**config.mk**
```make
export PLATFORM = sky130hd
export DESIGN_NAME = pmcm_power_mode_clock_manager
export DESIGN_NICKNAME = d
export VERILOG_FILES = /design/src/pmcm_pkg.sv /design/src/pmcm_power_mode_clock_manager.sv
export SDC_FILE = /design/constraint.sdc
export NUM_CORES = 1
export LEC_CHECK = 0
export CORE_MARGIN = 2
export CORE_UTILIZATION = 65
export DETAILED_ROUTE_END_ITERATION = 8
export DONT_BUFFER_PORTS = 1
export GPL_TIMING_DRIVEN = 0
export PLACE_DENSITY = 0.81
export RECOVER_POWER = 50
export SLEW_MARGIN = 20
export SYNTH_ARGS = -nofsm -noshare
export SYNTH_HDL_FRONTEND = slang
export SYNTH_SLANG_ARGS = --single-unit
```
**constraint.sdc**
```tcl
create_clock -name core_clk -period 3.45 [get_ports core_clk]
set_clock_uncertainty 0.15 [all_clocks]
set_input_delay 0.8625 -clock core_clk [delete_from_list [all_inputs] [get_ports core_clk]]
set_output_delay 0.8625 -clock core_clk [all_outputs]
set_load 0.02 [all_outputs]
```
**src/pmcm_pkg.sv**
```systemverilog
// package of modes, clock sources and reset causes for the power manager
package pmcm_pkg;
  // ==========================================================
  // power modes
  typedef enum logic [2:0] {
    PMCM_ACTIVE,
    PMCM_IDLE,
    PMCM_STANDBY,
    PMCM_SHUTDOWN,
    PMCM_RESET_HELD
  } pmcm_mode_e;

  // ==========================================================
  // mode request codes
  localparam logic [1:0] REQ_IDLE     = 2'h1;
  localparam logic [1:0] REQ_STANDBY  = 2'h2;
  localparam logic [1:0] REQ_SHUTDOWN = 2'h3;

  // ==========================================================
  // low-frequency clock source select
  localparam logic [1:0] LF_SRC_RC   = 2'h0;
  localparam logic [1:0] LF_SRC_XTAL = 2'h1;
  localparam logic [1:0] LF_SRC_EXT  = 2'h2;

  // ==========================================================
  // reset cause encoding
  localparam logic [1:0] CAUSE_POR      = 2'h0;
  localparam logic [1:0] CAUSE_PIN      = 2'h1;
  localparam logic [1:0] CAUSE_SHDN_PIN = 2'h2;

  // ==========================================================
  // reset pulse length and io width
  localparam int unsigned RST_PULSE_CYC = 4;
  localparam int unsigned IO_WIDTH      = 31;
endpackage

```
**src/pmcm_power_mode_clock_manager.sv**
```systemverilog
// power-mode and system-clock manager core
`timescale 1ns/1ps
module pmcm_power_mode_clock_manager #(
  parameter int unsigned IO_W = pmcm_pkg::IO_WIDTH
) (
  input  wire logic            core_clk,        // 100 MHz clock
  input  wire logic            srst,            // sync reset, active high
  input  wire logic            por_event,       // power-on reset pulse
  input  wire logic            reset_pin_n,     // reset pin, low = held
  input  wire logic [1:0]      mode_req,        // sw mode request code
  input  wire logic            mode_req_valid,  // request strobe
  input  wire logic            cpu_ack,         // processor acknowledge
  input  wire logic            irq_any,         // any pending interrupt
  input  wire logic            rtc_event,       // timer wake event
  input  wire logic            sensor_event,    // sensor processor event
  input  wire logic            ext_wake,        // external pin wake
  input  wire logic [IO_W-1:0] io_in,           // live io values
  input  wire logic [IO_W-1:0] shdn_wake_en,    // shutdown wake pins
  input  wire logic            mf_in_standby,   // keep medium clk standby
  input  wire logic            hf_sel_xtal,     // main clk from crystal
  input  wire logic [1:0]      lf_sel,          // low clk source select
  input  wire logic            lf_out_en,       // request low clk out
  input  wire logic            radio_req,       // radio enable request
  input  wire logic            vdd_low,         // supply below window
  input  wire logic            vdd_high,        // supply above window
  input  wire logic            temp_low,        // temp below window
  input  wire logic            temp_high,       // temp above window
  input  wire logic            mon_wake_en,     // monitor may wake
  output logic [2:0]           mode,            // current power mode
  output logic                 cpu_clk_en,      // cpu core clock enable
  output logic                 mem_clk_en,      // cpu memory clock enable
  output logic                 periph_clk_en,   // peripheral clock enable
  output logic                 periph_pwr_en,   // peripheral power enable
  output logic                 aon_pwr_en,      // always-on domain power
  output logic                 sensor_pwr_en,   // sensor processor power
  output logic                 sram_retain,     // sram retention mode
  output logic                 sram_pwr_en,     // sram power
  output logic                 reg_retain,      // partial reg retention
  output logic                 sys_reset,       // system reset pulse
  output logic                 cpu_resume,      // resume-in-place pulse
  output logic                 io_latch,        // io latch hold
  output logic [IO_W-1:0]      io_latched,      // held io values
  output logic                 hf_clk_en,       // main clock enable
  output logic                 hf_src_xtal,     // main clock from crystal
  output logic                 mf_clk_en,       // medium clock enable
  output logic                 lf_clk_en,       // low clock enable
  output logic [1:0]           lf_src,          // low clock source
  output logic                 lf_clk_out_en,   // drive low clk to pin
  output logic                 radio_en,        // radio allowed
  output logic                 mon_irq,         // monitor interrupt
  output logic [1:0]           reset_cause      // last reset cause
);

  // ==========================================================
  // state
  pmcm_pkg::pmcm_mode_e state;
  pmcm_pkg::pmcm_mode_e next_state;
  logic [1:0]           pend_req;
  logic                 pend_valid;
  logic [IO_W-1:0]      io_prev;
  logic [2:0]           rst_cnt;
  logic                 mon_evt;
  logic                 shdn_pin_wake;
  logic                 pin_held;

  assign mon_evt       = vdd_low | vdd_high | temp_low | temp_high;
  assign shdn_pin_wake = |((io_in ^ io_prev) & shdn_wake_en);
  assign pin_held      = ~reset_pin_n;

  // ==========================================================
  // request capture
  // request waits ack
  always_ff @(posedge core_clk) begin
    if (srst) begin
      pend_valid <= 1'b0;
      pend_req   <= 2'h0;
    end else if (mode_req_valid && state == pmcm_pkg::PMCM_ACTIVE) begin
      pend_valid <= 1'b1;
      pend_req   <= mode_req;
    end else if (pend_valid && cpu_ack) begin
      pend_valid <= 1'b0;
    end
  end

  // ==========================================================
  // mode sequencing
  always_comb begin
    next_state = state;
    case (state)
      pmcm_pkg::PMCM_ACTIVE: begin
        if (pend_valid && cpu_ack) begin
          case (pend_req)
            pmcm_pkg::REQ_IDLE:     next_state = pmcm_pkg::PMCM_IDLE;
            pmcm_pkg::REQ_STANDBY:  next_state = pmcm_pkg::PMCM_STANDBY;
            pmcm_pkg::REQ_SHUTDOWN: next_state = pmcm_pkg::PMCM_SHUTDOWN;
            default:                next_state = pmcm_pkg::PMCM_ACTIVE;
          endcase
        end
      end
      pmcm_pkg::PMCM_IDLE: begin
        if (irq_any) begin
          next_state = pmcm_pkg::PMCM_ACTIVE;
        end
      end
      pmcm_pkg::PMCM_STANDBY: begin
        if (ext_wake || rtc_event || sensor_event ||
            (mon_wake_en && mon_evt)) begin
          next_state = pmcm_pkg::PMCM_ACTIVE;
        end
      end
      pmcm_pkg::PMCM_SHUTDOWN: begin
        if (shdn_pin_wake) begin
          next_state = pmcm_pkg::PMCM_RESET_HELD;
        end
      end
      pmcm_pkg::PMCM_RESET_HELD: begin
        if (reset_pin_n && rst_cnt == 3'h0) begin
          next_state = pmcm_pkg::PMCM_ACTIVE;
        end
      end
      default: next_state = pmcm_pkg::PMCM_RESET_HELD;
    endcase
    if (pin_held || por_event) begin
      next_state = pmcm_pkg::PMCM_RESET_HELD;
    end
  end

  always_ff @(posedge core_clk) begin
    if (srst) begin
      state <= pmcm_pkg::PMCM_RESET_HELD;
    end else begin
      state <= next_state;
    end
  end

  always_ff @(posedge core_clk) begin
    if (srst) begin
      mode <= 3'h4;
    end else begin
      mode <= 3'(next_state);
    end
  end

  // ==========================================================
  // reset pulse and cause
  // reset cause record
  always_ff @(posedge core_clk) begin
    if (srst) begin
      reset_cause <= pmcm_pkg::CAUSE_POR;
    end else if (por_event) begin
      reset_cause <= pmcm_pkg::CAUSE_POR;
    end else if (pin_held) begin
      reset_cause <= pmcm_pkg::CAUSE_PIN;
    end else if (state == pmcm_pkg::PMCM_SHUTDOWN && shdn_pin_wake) begin
      reset_cause <= pmcm_pkg::CAUSE_SHDN_PIN;
    end
  end

  always_ff @(posedge core_clk) begin
    if (srst) begin
      rst_cnt   <= 3'(pmcm_pkg::RST_PULSE_CYC);
      sys_reset <= 1'b1;
    end else if (next_state == pmcm_pkg::PMCM_RESET_HELD &&
                 state != pmcm_pkg::PMCM_RESET_HELD) begin
      rst_cnt   <= 3'(pmcm_pkg::RST_PULSE_CYC);
      sys_reset <= 1'b1;
    end else if (state == pmcm_pkg::PMCM_RESET_HELD) begin
      if (rst_cnt != 3'h0) begin
        rst_cnt <= rst_cnt - 3'h1;
      end
      sys_reset <= 1'b1;
    end else begin
      sys_reset <= 1'b0;
    end
  end

  always_ff @(posedge core_clk) begin
    if (srst) begin
      cpu_resume <= 1'b0;
    end else begin
      cpu_resume <= (state == pmcm_pkg::PMCM_STANDBY) &&
                    (next_state == pmcm_pkg::PMCM_ACTIVE);
    end
  end

  // ==========================================================
  // io latch
  always_ff @(posedge core_clk) begin
    if (srst) begin
      io_prev <= '0;
    end else begin
      io_prev <= io_in;
    end
  end

  always_ff @(posedge core_clk) begin
    if (srst) begin
      io_latch   <= 1'b0;
      io_latched <= '0;
    end else if (next_state == pmcm_pkg::PMCM_STANDBY ||
                 next_state == pmcm_pkg::PMCM_SHUTDOWN) begin
      io_latch <= 1'b1;
      if (!io_latch) begin
        io_latched <= io_in;
      end
    end else begin
      io_latch   <= (state == pmcm_pkg::PMCM_SHUTDOWN) && pin_held;
      io_latched <= io_latch ? io_latched : io_in;
    end
  end

  // ==========================================================
  // domain power and clocks
  // per-mode clock, power and retention enables
  always_ff @(posedge core_clk) begin
    if (srst) begin
      cpu_clk_en    <= 1'b0;
      mem_clk_en    <= 1'b0;
      periph_clk_en <= 1'b0;
      periph_pwr_en <= 1'b0;
      aon_pwr_en    <= 1'b0;
      sensor_pwr_en <= 1'b0;
      sram_pwr_en   <= 1'b0;
      sram_retain   <= 1'b0;
      reg_retain    <= 1'b0;
    end else begin
      cpu_clk_en    <= next_state == pmcm_pkg::PMCM_ACTIVE;
      mem_clk_en    <= next_state == pmcm_pkg::PMCM_ACTIVE;
      periph_clk_en <= next_state == pmcm_pkg::PMCM_ACTIVE ||
                       next_state == pmcm_pkg::PMCM_IDLE;
      periph_pwr_en <= next_state == pmcm_pkg::PMCM_ACTIVE ||
                       next_state == pmcm_pkg::PMCM_IDLE;
      aon_pwr_en    <= next_state != pmcm_pkg::PMCM_SHUTDOWN &&
                       next_state != pmcm_pkg::PMCM_RESET_HELD;
      sensor_pwr_en <= next_state != pmcm_pkg::PMCM_SHUTDOWN &&
                       next_state != pmcm_pkg::PMCM_RESET_HELD;
      sram_pwr_en   <= next_state != pmcm_pkg::PMCM_SHUTDOWN &&
                       next_state != pmcm_pkg::PMCM_RESET_HELD;
      sram_retain   <= next_state == pmcm_pkg::PMCM_STANDBY;
      reg_retain    <= next_state == pmcm_pkg::PMCM_STANDBY;
    end
  end

  always_ff @(posedge core_clk) begin
    if (srst) begin
      hf_clk_en <= 1'b0;
      mf_clk_en <= 1'b0;
      lf_clk_en <= 1'b0;
    end else begin
      hf_clk_en <= next_state == pmcm_pkg::PMCM_ACTIVE ||
                   next_state == pmcm_pkg::PMCM_IDLE;
      mf_clk_en <= next_state == pmcm_pkg::PMCM_ACTIVE ||
                   next_state == pmcm_pkg::PMCM_IDLE ||
                   (next_state == pmcm_pkg::PMCM_STANDBY && mf_in_standby);
      lf_clk_en <= next_state == pmcm_pkg::PMCM_ACTIVE ||
                   next_state == pmcm_pkg::PMCM_IDLE ||
                   next_state == pmcm_pkg::PMCM_STANDBY;
    end
  end

  always_ff @(posedge core_clk) begin
    if (srst) begin
      hf_src_xtal   <= 1'b0;
      lf_src        <= pmcm_pkg::LF_SRC_RC;
      lf_clk_out_en <= 1'b0;
      radio_en      <= 1'b0;
    end else begin
      hf_src_xtal   <= hf_sel_xtal;
      lf_src        <= (lf_sel == pmcm_pkg::LF_SRC_XTAL ||
                        lf_sel == pmcm_pkg::LF_SRC_EXT) ?
                       lf_sel : pmcm_pkg::LF_SRC_RC;
      lf_clk_out_en <= lf_out_en && lf_sel != pmcm_pkg::LF_SRC_EXT &&
                       (next_state == pmcm_pkg::PMCM_ACTIVE ||
                        next_state == pmcm_pkg::PMCM_IDLE ||
                        next_state == pmcm_pkg::PMCM_STANDBY);
      radio_en      <= radio_req && hf_sel_xtal &&
                       (next_state == pmcm_pkg::PMCM_ACTIVE ||
                        next_state == pmcm_pkg::PMCM_IDLE);
    end
  end

  always_ff @(posedge core_clk) begin
    if (srst) begin
      mon_irq <= 1'b0;
    end else begin
      mon_irq <= mon_evt && (state == pmcm_pkg::PMCM_ACTIVE ||
                             state == pmcm_pkg::PMCM_IDLE ||
                             state == pmcm_pkg::PMCM_STANDBY);
    end
  end

endmodule

```
Yosys cells after proc, flatten, opt, wreduce, memory -nomap -nowiden
Cells that the tools add are included.

storage, ports and cells
  ROM bits = 0
  output and inout port bits = 57
  RAM bits = 0
  bits in registers = 88
  memories = 0
  bits in latches = 0

cells by class
  eq/ne operators = 18
  mux-type cells = 14
  magnitude comparators = 0
  multipliers = 0
  shifts and indexed selects = 0
  add/sub/neg operators = 1
  reductions and logical operators = 37
  bitwise logic cells = 7
  div/mod/pow operators = 0

operators by type and width
  cell                                                                     number
  31-bit AND                                                               1
  31-bit OR reduction                                                      1
  31-bit XOR                                                               1
  3-bit 2-to-1 mux                                                         6
  1-bit logical AND                                                        15
  3-bit one-hot mux with 5 select lines                                    1
  3-bit by 2-bit == test with 1-bit output, second input constant          4
  1-bit logical OR                                                         11
  3-bit logical NOT                                                        3
  2-bit == test, second input constant                                     3
  3-bit by 1-bit == test with 1-bit output, second input constant          2
  3-bit == test, second input constant                                     2
  1-bit 2-to-1 mux                                                         6
  3-bit inequality test, second input constant                             2
  2-bit one-hot mux with 3 select lines                                    1
  2-bit OR reduction                                                       3
  2-bit by 1-bit == test with 1-bit output, second input constant          2
  3-bit by 2-bit inequality test with 1-bit output, second input constant  1
  1-bit bitwise OR                                                         3
  3-bit nonzero test                                                       1
  3-bit OR reduction                                                       1
  3-bit by 1-bit subtractor with 3-bit output, second input constant       1
  2-bit by 1-bit inequality test with 1-bit output, second input constant  1
  2-bit inequality test, second input constant                             1
  other kinds (3)                                                          4

Logic depth before layout (Yosys ltp)
Gate-level depths: netlist (run 1).

  depth after elaboration = 12
  depth in mapped cells = 7

Least setup slack after synthesis (run 1)
OpenSTA, ideal clock, no wires.

  kind = in2reg
  from = in io_in[2]
  to = reg sys_reset
  setup slack = 1.066 ns
  stages on the path = 6
  arrival = 2.100 ns
  data required time = 3.166 ns
  path through = xor2_1 a222oi_1 nand3_1 nor2_2 a21oi_2 or4_1

between the ends
  word-level cells in the longest chain between the ends = 9

ends and longest elaborated chain
  item                                   RTL line                              source
  start: declaration                     pmcm_power_mode_clock_manager.sv:17   input wire logic [IO_W-1:0] io_in,
  31-bit XOR                             pmcm_power_mode_clock_manager.sv:67   assign shdn_pin_wake = |((io_in ^ io_prev) & shdn_wake_en);
  31-bit AND                             pmcm_power_mode_clock_manager.sv:67
  31-bit OR reduction                    pmcm_power_mode_clock_manager.sv:67
  3-bit 2-to-1 mux                       pmcm_power_mode_clock_manager.sv:112  if (shdn_pin_wake) begin
  3-bit one-hot mux with 5 select lines  pmcm_power_mode_clock_manager.sv:89   case (state)
  3-bit 2-to-1 mux                       pmcm_power_mode_clock_manager.sv:123  if (pin_held || por_event) begin
  3-bit == test                          pmcm_power_mode_clock_manager.sv:163  end else if (next_state == pmcm_pkg::PMCM_RESET_HELD &&
  1-bit logical AND                      pmcm_power_mode_clock_manager.sv:163
  2-bit OR reduction (no line)           --
  end signal: assignment                 pmcm_power_mode_clock_manager.sv:162  sys_reset <= 1'b1;
  end signal: assignment                 pmcm_power_mode_clock_manager.sv:166  sys_reset <= 1'b1;
  end signal: assignment                 pmcm_power_mode_clock_manager.sv:171  sys_reset <= 1'b1;
  end: declaration                       pmcm_power_mode_clock_manager.sv:39   output logic sys_reset,

Every way passes these cells.
A chain may end at the register's enable or synchronous reset.

==> flow_metrics.tcl, run 1 <==
set metrics [dict create \
    grt_pass1_vias 2426 \
    dieHeight_um 76.3 \
    dieArea_sq_um 5820 \
    grt_usage_pct 24.8 \
    cts_max_path_buffers 2 \
    start_kind "flop" \
    arrival_ps 2330 \
    regToRegEndpoint "lf_clk_out_en" \
    final_nets 436 \
    start_util_pct 67.0 \
    p_switching_uw 508 \
    io_pins 142 \
    ff2ff_path_depth 6 \
    cellLeakagePower_uw 0.00141 \
    synth.cell_area_sq_um 3400 \
    drt-met1-wl_um 2940 \
    fin_tns_setup_ps 0 \
    insertion_delay_ps 340 \
    power_density_nw_per_um2 536 \
    drt_pass1_iterations 4 \
    path_clk_slew_ps 80 \
    min-delay-start "pend_req[0]" \
    path_cells "clkbuf_1 > nor3_1 > nand4_1 > nand2_1 > a2111oi_2 > and3b_1" \
    grt_remaining_overflow 0 \
    row_count 26 \
    drv_cap 0 \
    hold_ws_ps 312 \
    avgSynthCellArea_sq_um 10.1 \
    post-cts-setup-buffers 0 \
    hp-class "flop to flop" \
    setup_viol 0 \
    r2r_slack_ps 1260 \
    p_int_uw 1450 \
    yosysSeqAreaShare_pct 51.8 \
    crit_required_ps 3590 \
    irDropWorstVdd_mv 0.320 \
    hold_buffers 0 \
    worstReg2RegStart "mode[0]" \
    slew-limit-headroom_pct 47.0 \
    drt_iter0_drc 51 \
    dr_wl_met2_um 3530 \
    cts-root-buf "clkbuf_8" \
    hold-path-endpoint "pend_req[0]" \
    switching_share_pct 25.9 \
    cts.repair.resized 0 \
    path_class "flop to flop" \
    combPwrFrac_pct 10.7 \
    holdPathStages 2 \
    grt_setup_unrepaired "no" \
    routed.top_layer "met4" \
    post-route-period-util_pct 63.4 \
    status "complete, no violations" \
    grt_max_degree 14 \
    postRouteAntennaNets 0 \
    vias_per_cell 5.56 \
    path_buf_inv 1 \
    dp.cells 407 \
    ys_ff_latch 88 \
    grt_pass1_wl_um 11300 \
    cts_tree "built" \
    antenna_found_initial 0 \
    dp_hpwl_um 5460 \
    clkPwrFrac_pct 31.2 \
    layout-drive-gt1-share_pct 7.37 \
    die_w_um 76.3 \
    gp_congestion 0.834 \
    synth_cell_type_count 38 \
    routed_wl_um 7230 \
    final_cells 423 \
    antenna_cells 0 \
    period_needed_ps 2190 \
    htreeDepth 3 \
    cp-end-kind "flop" \
    power_frac_seq_pct 58.2 \
    area_growth_pct 7.40 \
    synth_nets 425 \
    path_depth 6 \
    crit_family "simple AND/OR/NAND/NOR gates" \
    synthCells 337 \
    wl_per_cell_um 17.1 \
    maxSlewViolCount 0 \
    worst_slew_pin_slew_ps 795 \
    hold_violations 0 \
    synth_warnings 0 \
    cts_buffers 9 \
    max_stage_delay_ps 470 \
    io_buffer_count 0 \
    wl_met3_um 632 \
    clkSinkCount 88 \
    crit_slowest_cell "dfxtp_1" \
    cp_max_fo 8 \
    vias 2352 \
    drc 0 \
    max_freq_mhz 457 \
    core_sq_um 5070 \
]
## placed cells by master (no fill, tap or decap), types with 6 or more instances in the layout
master,count
clkbuf_1,11
dfxtp_1,88
xor2_1,31
a22oi_1,14
nand3_1,7
nor2b_1,32
nor2_1,39
a21oi_1,7
mux2i_1,31
nor3_1,8
nand2_1,12
buf_4,6
clkbuf_8,10
## Yosys cell counts (all sizes together)
| cell | instances | area [sq um] |
|---|---|---|
| a31oi | 1 | 6.26 |
| o22ai | 1 | 6.26 |
| nand3b | 2 | 15.0 |
| nand2 | 12 | 45.0 |
| inv | 5 | 18.8 |
| nand2b | 5 | 31.3 |
| or4 | 1 | 7.51 |
| xnor2 | 1 | 8.76 |
| mux2i | 31 | 310 |
| o21a | 1 | 7.51 |
| xor2 | 31 | 272 |
| nor2b | 32 | 200 |
| nor2 | 41 | 159 |
| o21ai | 6 | 30.0 |
| buf | 12 | 70.1 |
| ha | 3 | 37.5 |
| a2111o | 1 | 11.3 |
| a21oi | 8 | 43.8 |
| o211ai | 1 | 7.51 |
| and3b | 2 | 17.5 |
| nor4 | 2 | 12.5 |
| nand4 | 5 | 31.3 |
| clkbuf | 8 | 30.0 |
| nand3 | 7 | 35.0 |
| dfxtp | 88 | 1760 |
| a222oi | 1 | 10.0 |
| mux2 | 1 | 11.3 |
| a2111oi | 3 | 32.5 |
| nor3b | 2 | 15.0 |
| a22oi | 14 | 105 |
| nor3 | 9 | 50.1 |
## tightest hold or removal path, delay by kind of cell (launching register included)
kind	cells	cell delay, ps
flops	1	320
simple gates	1	50
compound gates	1	50
## layer usage
layer	track usage (%)	up-vias
met5	0	-
met4	10.9	0
met3	7.82	12
met2	42.2	104
met1	28.5	1071
li1	-	1165
## worst max path at each step
stage,from,to
3_5_place_dp,io_in[2],sys_reset
3_3_place_gp,io_in[2],sys_reset
5_1_grt,mode[0],lf_clk_out_en
2_1_floorplan,io_in[2],sys_reset
4_1_cts,io_in[2],sys_reset
6_report,mode[0],lf_clk_out_en
## stage by stage
step	worst slack [ps]	utilization, %	instance area (sq um)	total power, uW
after global placement	909	68.7	3490	1360
after floorplan	1070	-	3400	1320
after detailed placement	922	68.7	3490	1370
after global routing	1160	71.9	3650	2050
after CTS	1290	72.0	3650	1980
final	1260	71.9	3650	1960
## sequential cells by signal (all words and copies together) (netlist names)
register       count
radio_en           1
sys_reset          1
mode               3
sram_pwr_en        1
mf_clk_en          1
hf_clk_en          1
lf_clk_en          1
io_latched        31
lf_src             2
io_prev           31
lf_clk_out_en      1
reg_retain         1
mem_clk_en         1
io_latch           1
reset_cause        2
mon_irq            1
cpu_resume         1
pend_req           2
hf_src_xtal        1
rst_cnt            3
pend_valid         1
## area by class of cell
type                    instances  area [sq um]
clock buffers                  12           145
multi-input cells             224          1520
fillers                       407          1420
well taps                      70          87.6
plain buffers                  20          98.8
inverters                       5          18.8
flip-flops and latches         88          1760
clock inverters                 4          20.0
## cells by family (layout without fill, tap and decap cells)
group	after synthesis	in the layout	share of synthesized area, %
multiplexers	32	32	9.46
XOR/XNOR	32	32	8.24
AND/OR/NAND/NOR	120	120	18.2
buffers and inverters	25	41	3.50
flip-flops	88	88	51.8
adder cells (fa/ha/maj)	3	3	1.10
AO/OA/AOI/OAI	37	37	7.66
## power groups by stage
stage / Clock (uW) / Sequential [uW] / Combinational (uW)
2_1_floorplan: 0 / 1150 / 170
3_3_place_gp: 0 / 1160 / 197
3_5_place_dp: 0 / 1160 / 210
4_1_cts: 626 / 1140 / 210
5_1_grt: 663 / 1150 / 238
6_report: 610 / 1140 / 209
Power figures use the tool's default switching activity.
==> inputs of run 2 (changes only) <==
--- a/config.mk
+++ b/config.mk
@@ -6,11 +6,11 @@
 export NUM_CORES = 1
 export LEC_CHECK = 0
 export CORE_MARGIN = 2
-export CORE_UTILIZATION = 65
+export CORE_UTILIZATION = 56
 export DETAILED_ROUTE_END_ITERATION = 8
 export DONT_BUFFER_PORTS = 1
 export GPL_TIMING_DRIVEN = 0
-export PLACE_DENSITY = 0.81
+export PLACE_DENSITY = 0.74
 export RECOVER_POWER = 50
 export SLEW_MARGIN = 20
 export SYNTH_ARGS = -nofsm -noshare
==> constraint.sdc (replaced) <==
create_clock -name core_clk -period 1.92 [get_ports core_clk]
set_clock_uncertainty 0.15 [all_clocks]
set_input_delay 0.48 -clock core_clk [delete_from_list [all_inputs] [get_ports core_clk]]
set_output_delay 0.48 -clock core_clk [all_outputs]
set_load 0.02 [all_outputs]
==> flow_metrics.tcl, run 2 (same netlist as run 1, synthesis figures left out) <==
set metrics [dict create \
    status "complete, but fails checks" \
    violations "negative setup slack" \
    fillers 502 \
    cp_max_fo 8 \
    setup_viol 1 \
    pre_cts_slack_ps -194 \
    insertion_delay_ps 350 \
    cts_max_path_buffers 2 \
    wl_per_cell_um 17.0 \
    crit_slowest_cell "dfxtp_1" \
    grt_setup_unrepaired "yes" \
    crit_required_ps 2020 \
    power_frac_seq_pct 58.5 \
    regArea_sq_um 1760 \
    mostFrequentLayoutCell "dfxtp_1" \
    irDropWorstVdd_mv 0.577 \
    crit_family "simple AND/OR/NAND/NOR gates" \
    cp-end-kind "flop" \
    hp-class "input port to flop" \
    final_nets 436 \
    die_w_um 81.9 \
    clkSinkCount 88 \
    max_stage_delay_ps 460 \
    area_growth_pct 8.47 \
    top_regs "io_latched x31, io_prev x31" \
    multi_input_area_sq_um 1550 \
    htreeDepth 3 \
    clkPwrFrac_pct 30.7 \
    max_freq_mhz 518 \
    grt_max_degree 14 \
    p_int_uw 2570 \
    period_needed_ps 1930 \
    dieHeight_um 81.9 \
    cts_tree "built" \
    worst_slew_pin_slew_ps 554 \
    grt_pass1_vias 2192 \
    post-route-period-util_pct 101 \
    drc 0 \
    placed_cell_area_sq_um 3490 \
    path_cells "buf_2 > mux2_1 > nor3_4 > a2111oi_4 > and3b_1" \
    worst_slack_ps -12.0 \
    combPwrFrac_pct 10.8 \
    vias 2342 \
    dieArea_sq_um 6710 \
    most-common-layout-cells "dfxtp_1, nor2_1, nor2b_1, mux2i_1, xor2_1" \
    path_class "flop to flop" \
    dp_hpwl_um 5540 \
    gp_congestion 0.767 \
    antenna_found_initial 0 \
    slew-limit-headroom_pct 63.0 \
    fin_tns_setup_ps -12.0 \
    cts_buffers 9 \
    io_buffer_count 0 \
    cts-root-buf "clkbuf_8" \
    grt_pass1_wl_um 10600 \
    core_sq_um 5890 \
    io_pins 142 \
    grt_remaining_overflow 0 \
    power_density_nw_per_um2 948 \
    drt_pass1_iterations 4 \
    p_switching_uw 921 \
    grt_usage_pct 21.3 \
    path_buf_inv 1 \
    routed_wl_um 7280 \
    row_count 28 \
    maxSlewViolCount 0 \
    switching_share_pct 26.4 \
    cellLeakagePower_uw 0.00141 \
    postRouteAntennaNets 0 \
    drt_iter0_drc 90 \
    antenna_cells 0 \
    final_util_pct 62.6 \
    layout-drive-gt1-share_pct 9.66 \
    vias_per_cell 5.48 \
    path_clk_slew_ps 90 \
    start_kind "flop" \
    finalPower_uw 3500 \
    hold_violations 0 \
    drv_cap 0 \
    postLayoutCellArea_sq_um 3690 \
    arrival_ps 2030 \
    start_util_pct 57.8 \
]
## run 2: worst paths after layout
kind               startpoint       endpoint  slack, ps  cells past startpoint
setup / recovery      mode[0]  lf_clk_out_en        -10                      5
hold / removal           srst    sram_pwr_en         50                      1
setup reg to reg      mode[0]  lf_clk_out_en        -10                      5
hold reg to reg   pend_req[0]    pend_req[0]        310                      2
## run 2: area by class of cell
| cell class | instances | area share (%) |
|---|---|---|
| buffer | 20 | 2.82 |
| clock inverter | 3 | 0.543 |
| inverter | 5 | 0.509 |
| clock buffer | 12 | 3.66 |
| multi-input combinational | 224 | 42.1 |
| tap | 75 | 2.54 |
| sequential | 88 | 47.8 |
## run 2: per-stage QoR
| step | hold WS [ps] | std cells |
|---|---|---|
| after CTS | 34.6 | 427 |
| after detailed placement | 299 | 412 |
| after global routing | 26.1 | 427 |
| after floorplan | 287 | 337 |
| after global placement | 295 | 412 |
| final | 49.4 | 427 |
## run 2: routing by layer
| metal | global-route usage (%) | vias to the layer above | wire length (um) |
|---|---|---|---|
| met1 | 24.8 | 1061 | 2900 |
| met4 | 8.83 | 0 | 123 |
| li1 | - | 1157 | - |
| met2 | 34.4 | 113 | 3480 |
| met5 | 0 | - | 0 |
| met3 | 9.01 | 11 | 770 |
## run 2: what timing repair did
action                     4_1_cts  5_1_grt
setup buffers                    0        0
setup endpoints to repair        4       35
hold buffers                     0        0
resized for setup                6        6
gates cloned                     0        0
## run 2: power by group through the flow
stage / sequential (uW) / combinational [uW] / clock [uW]
5_1_grt: 2060 / 427 / 1170
6_report: 2050 / 378 / 1070
2_1_floorplan: 2070 / 306 / 0
3_3_place_gp: 2090 / 359 / 0
3_5_place_dp: 2090 / 373 / 0
4_1_cts: 2050 / 379 / 1090
==> inputs of run 3 (changes only) <==
--- a/config.mk
+++ b/config.mk
@@ -5,6 +5,7 @@
 export SDC_FILE = /design/constraint.sdc
 export NUM_CORES = 1
 export LEC_CHECK = 0
+export ABC_AREA = 1
 export CORE_MARGIN = 2
 export CORE_UTILIZATION = 56
 export DETAILED_ROUTE_END_ITERATION = 8
==> flow_metrics.tcl, run 3 <==
set metrics [dict create \
    antenna_found_initial 0 \
    placed_cell_area_sq_um 3660 \
    wl_per_cell_um 13.7 \
    synth_top_area_share_pct 49.4 \
    drc 0 \
    vias 2952 \
    grt_max_degree 15 \
    synth-main-ff-cell "dfxtp_1" \
    r2r_slack_ps 80 \
    cts_tree "built" \
    regArea_sq_um 1760 \
    worst_slew_pin_slew_ps 654 \
    io_pins 142 \
    hold_buffers 0 \
    arrival_ps 1920 \
    synth.cell_area_sq_um 3560 \
    dieArea_sq_um 7020 \
    fillers 587 \
    cts_buffers 9 \
    synth_nets 573 \
    area_growth_pct 10.0 \
    drt_pass1_iterations 4 \
    cp-end-kind "flop" \
    start_kind "flop" \
    irDropWorstVdd_mv 0.576 \
    netlist_top_cells_count "nand2_1, dfxtp_1, inv_1" \
    path_buf_inv 1 \
    post-route-period-util_pct 95.8 \
    final_nets 584 \
    vias_per_cell 5.11 \
    grt_usage_pct 22.7 \
    layout-drive-gt1-share_pct 13.0 \
    maxSlewViolCount 0 \
    setup_viol 0 \
    cts-root-buf "clkbuf_8" \
    worst_path_most_repeated_cell "nand2_1" \
    synth_edf_count 0 \
    insertion_delay_ps 350 \
    crit_slowest_cell "dfxtp_1" \
    postRouteAntennaNets 0 \
    synth_warnings 0 \
    cts_max_path_buffers 2 \
    io_buffer_count 0 \
    final_cells 578 \
    yosysSeqAreaShare_pct 49.4 \
    drv_cap 0 \
    clkSinkCount 88 \
    top_regs "io_latched x31, io_prev x31" \
    synth_async_sr_flop_share_pct 0 \
    power_density_nw_per_um2 1010 \
    yosysTopAreaCell "dfxtp_1" \
    die_w_um 83.8 \
    cellLeakagePower_uw 0.00186 \
    mostFrequentLayoutCell "nand2_1" \
    dp_hpwl_um 5890 \
    path_cells "inv_1 > nand2_1 > nand3_1 > nand2_1 > nor2_1 > nand2_1 > nor2_1 > nand2_2 > nand2_4 > nand2_4 > a21oi_4 > nand2_1" \
    avgSynthCellArea_sq_um 7.35 \
    ys_ff_latch 88 \
    crit_required_ps 2000 \
    grt_remaining_overflow 0 \
    worst_slack_ps 80.9 \
    gp_congestion 0.809 \
    max_freq_mhz 544 \
    yosys-top-cells-area "dfxtp_1, nand2_1, inv_1" \
    max_stage_delay_ps 320 \
    postLayoutCellArea_sq_um 3920 \
    row_count 29 \
    htreeDepth 3 \
    cp_max_fo 3 \
    start_util_pct 57.1 \
    final_util_pct 62.8 \
    most-common-layout-cells "nand2_1, dfxtp_1, inv_1, nor2_1, a21oi_1" \
    multi_input_area_sq_um 1400 \
    grt_pass1_vias 2794 \
    synth_most_common_cell "nand2_1" \
    post-cts-setup-buffers 0 \
    synthCells 485 \
    fin_tns_setup_ps 0 \
    synth_cell_type_count 29 \
    dieHeight_um 83.8 \
    slew-limit-headroom_pct 56.4 \
    pre_cts_slack_ps -55.2 \
    period_needed_ps 1840 \
    core_sq_um 6240 \
    routed_wl_um 7930 \
    dp.cells 562 \
    path_class "flop to flop" \
    path_clk_slew_ps 90 \
    antenna_cells 0 \
    grt_pass1_wl_um 12800 \
    hp-class "input port to flop" \
    drt_iter0_drc 123 \
    crit_family "simple AND/OR/NAND/NOR gates" \
    status "complete, no violations" \
    hold_violations 0 \
]
[run 3: report_power, final]
group / switching, uW / internal (uW)
Clock: 651 / 901
Combinational: 224 / 151
Sequential: 113 / 1930
[run 3: cells by family (layout without fill, tap and decap cells)]
group	Yosys count	count (layout)	synth area share, %
simple gates	212	212	26.1
buf+inv	104	120	11.8
flops	88	88	49.4
compound gates	76	76	11.2
fa+ha+maj	3	3	1.05
xor+xnor	2	2	0.491
[run 3: final cells by class]
cell class                 count  share of cell area (%)
multi-input combinational    293                    35.6
sequential                    88                    44.9
clock buffer                  11                    3.61
inverter                      84                    8.04
clock inverter                 5                    2.65
buffer                        20                    2.68
tap                           77                    2.46
[run 3: timing repair]
| action | 4_1_cts | 5_1_grt |
|---|---|---|
| hold endpoints to repair | 0 | 0 |
| setup endpoints to repair | 0 | 10 |
| resized for setup | 0 | 4 |
[run 3: path summary, 6_finish.rpt]
check / depth (start not counted) / endpoint / startpoint
worst max-delay path: 12 / sys_reset / io_prev[15]
worst min-delay path: 1 / reset_cause[0] / reset_pin_n
worst max register to register: 12 / sys_reset / io_prev[15]
worst min register to register: 2 / pend_req[1] / pend_req[1]
[run 3: per-stage QoR]
stage                     power, uW  hold WS, ps
after floorplan                2380          280
after global placement         2440          292
after detailed placement       2460          300
after CTS                      3990         68.3
after global routing           4140         65.7
final                          3970         73.4
[run 3: per-layer routing]
| metal | share of wire [%] | vias up | wire (um) | GRT usage, % |
|---|---|---|---|---|
| li1 | - | 1524 | - | - |
| met1 | 42 | 1306 | 3340 | 27.0 |
| met2 | 47 | 104 | 3710 | 36.9 |
| met3 | 8.7 | 18 | 690 | 8.01 |
| met4 | 2.5 | 0 | 196 | 10.7 |
| met5 | 0 | - | 0 | 0 |
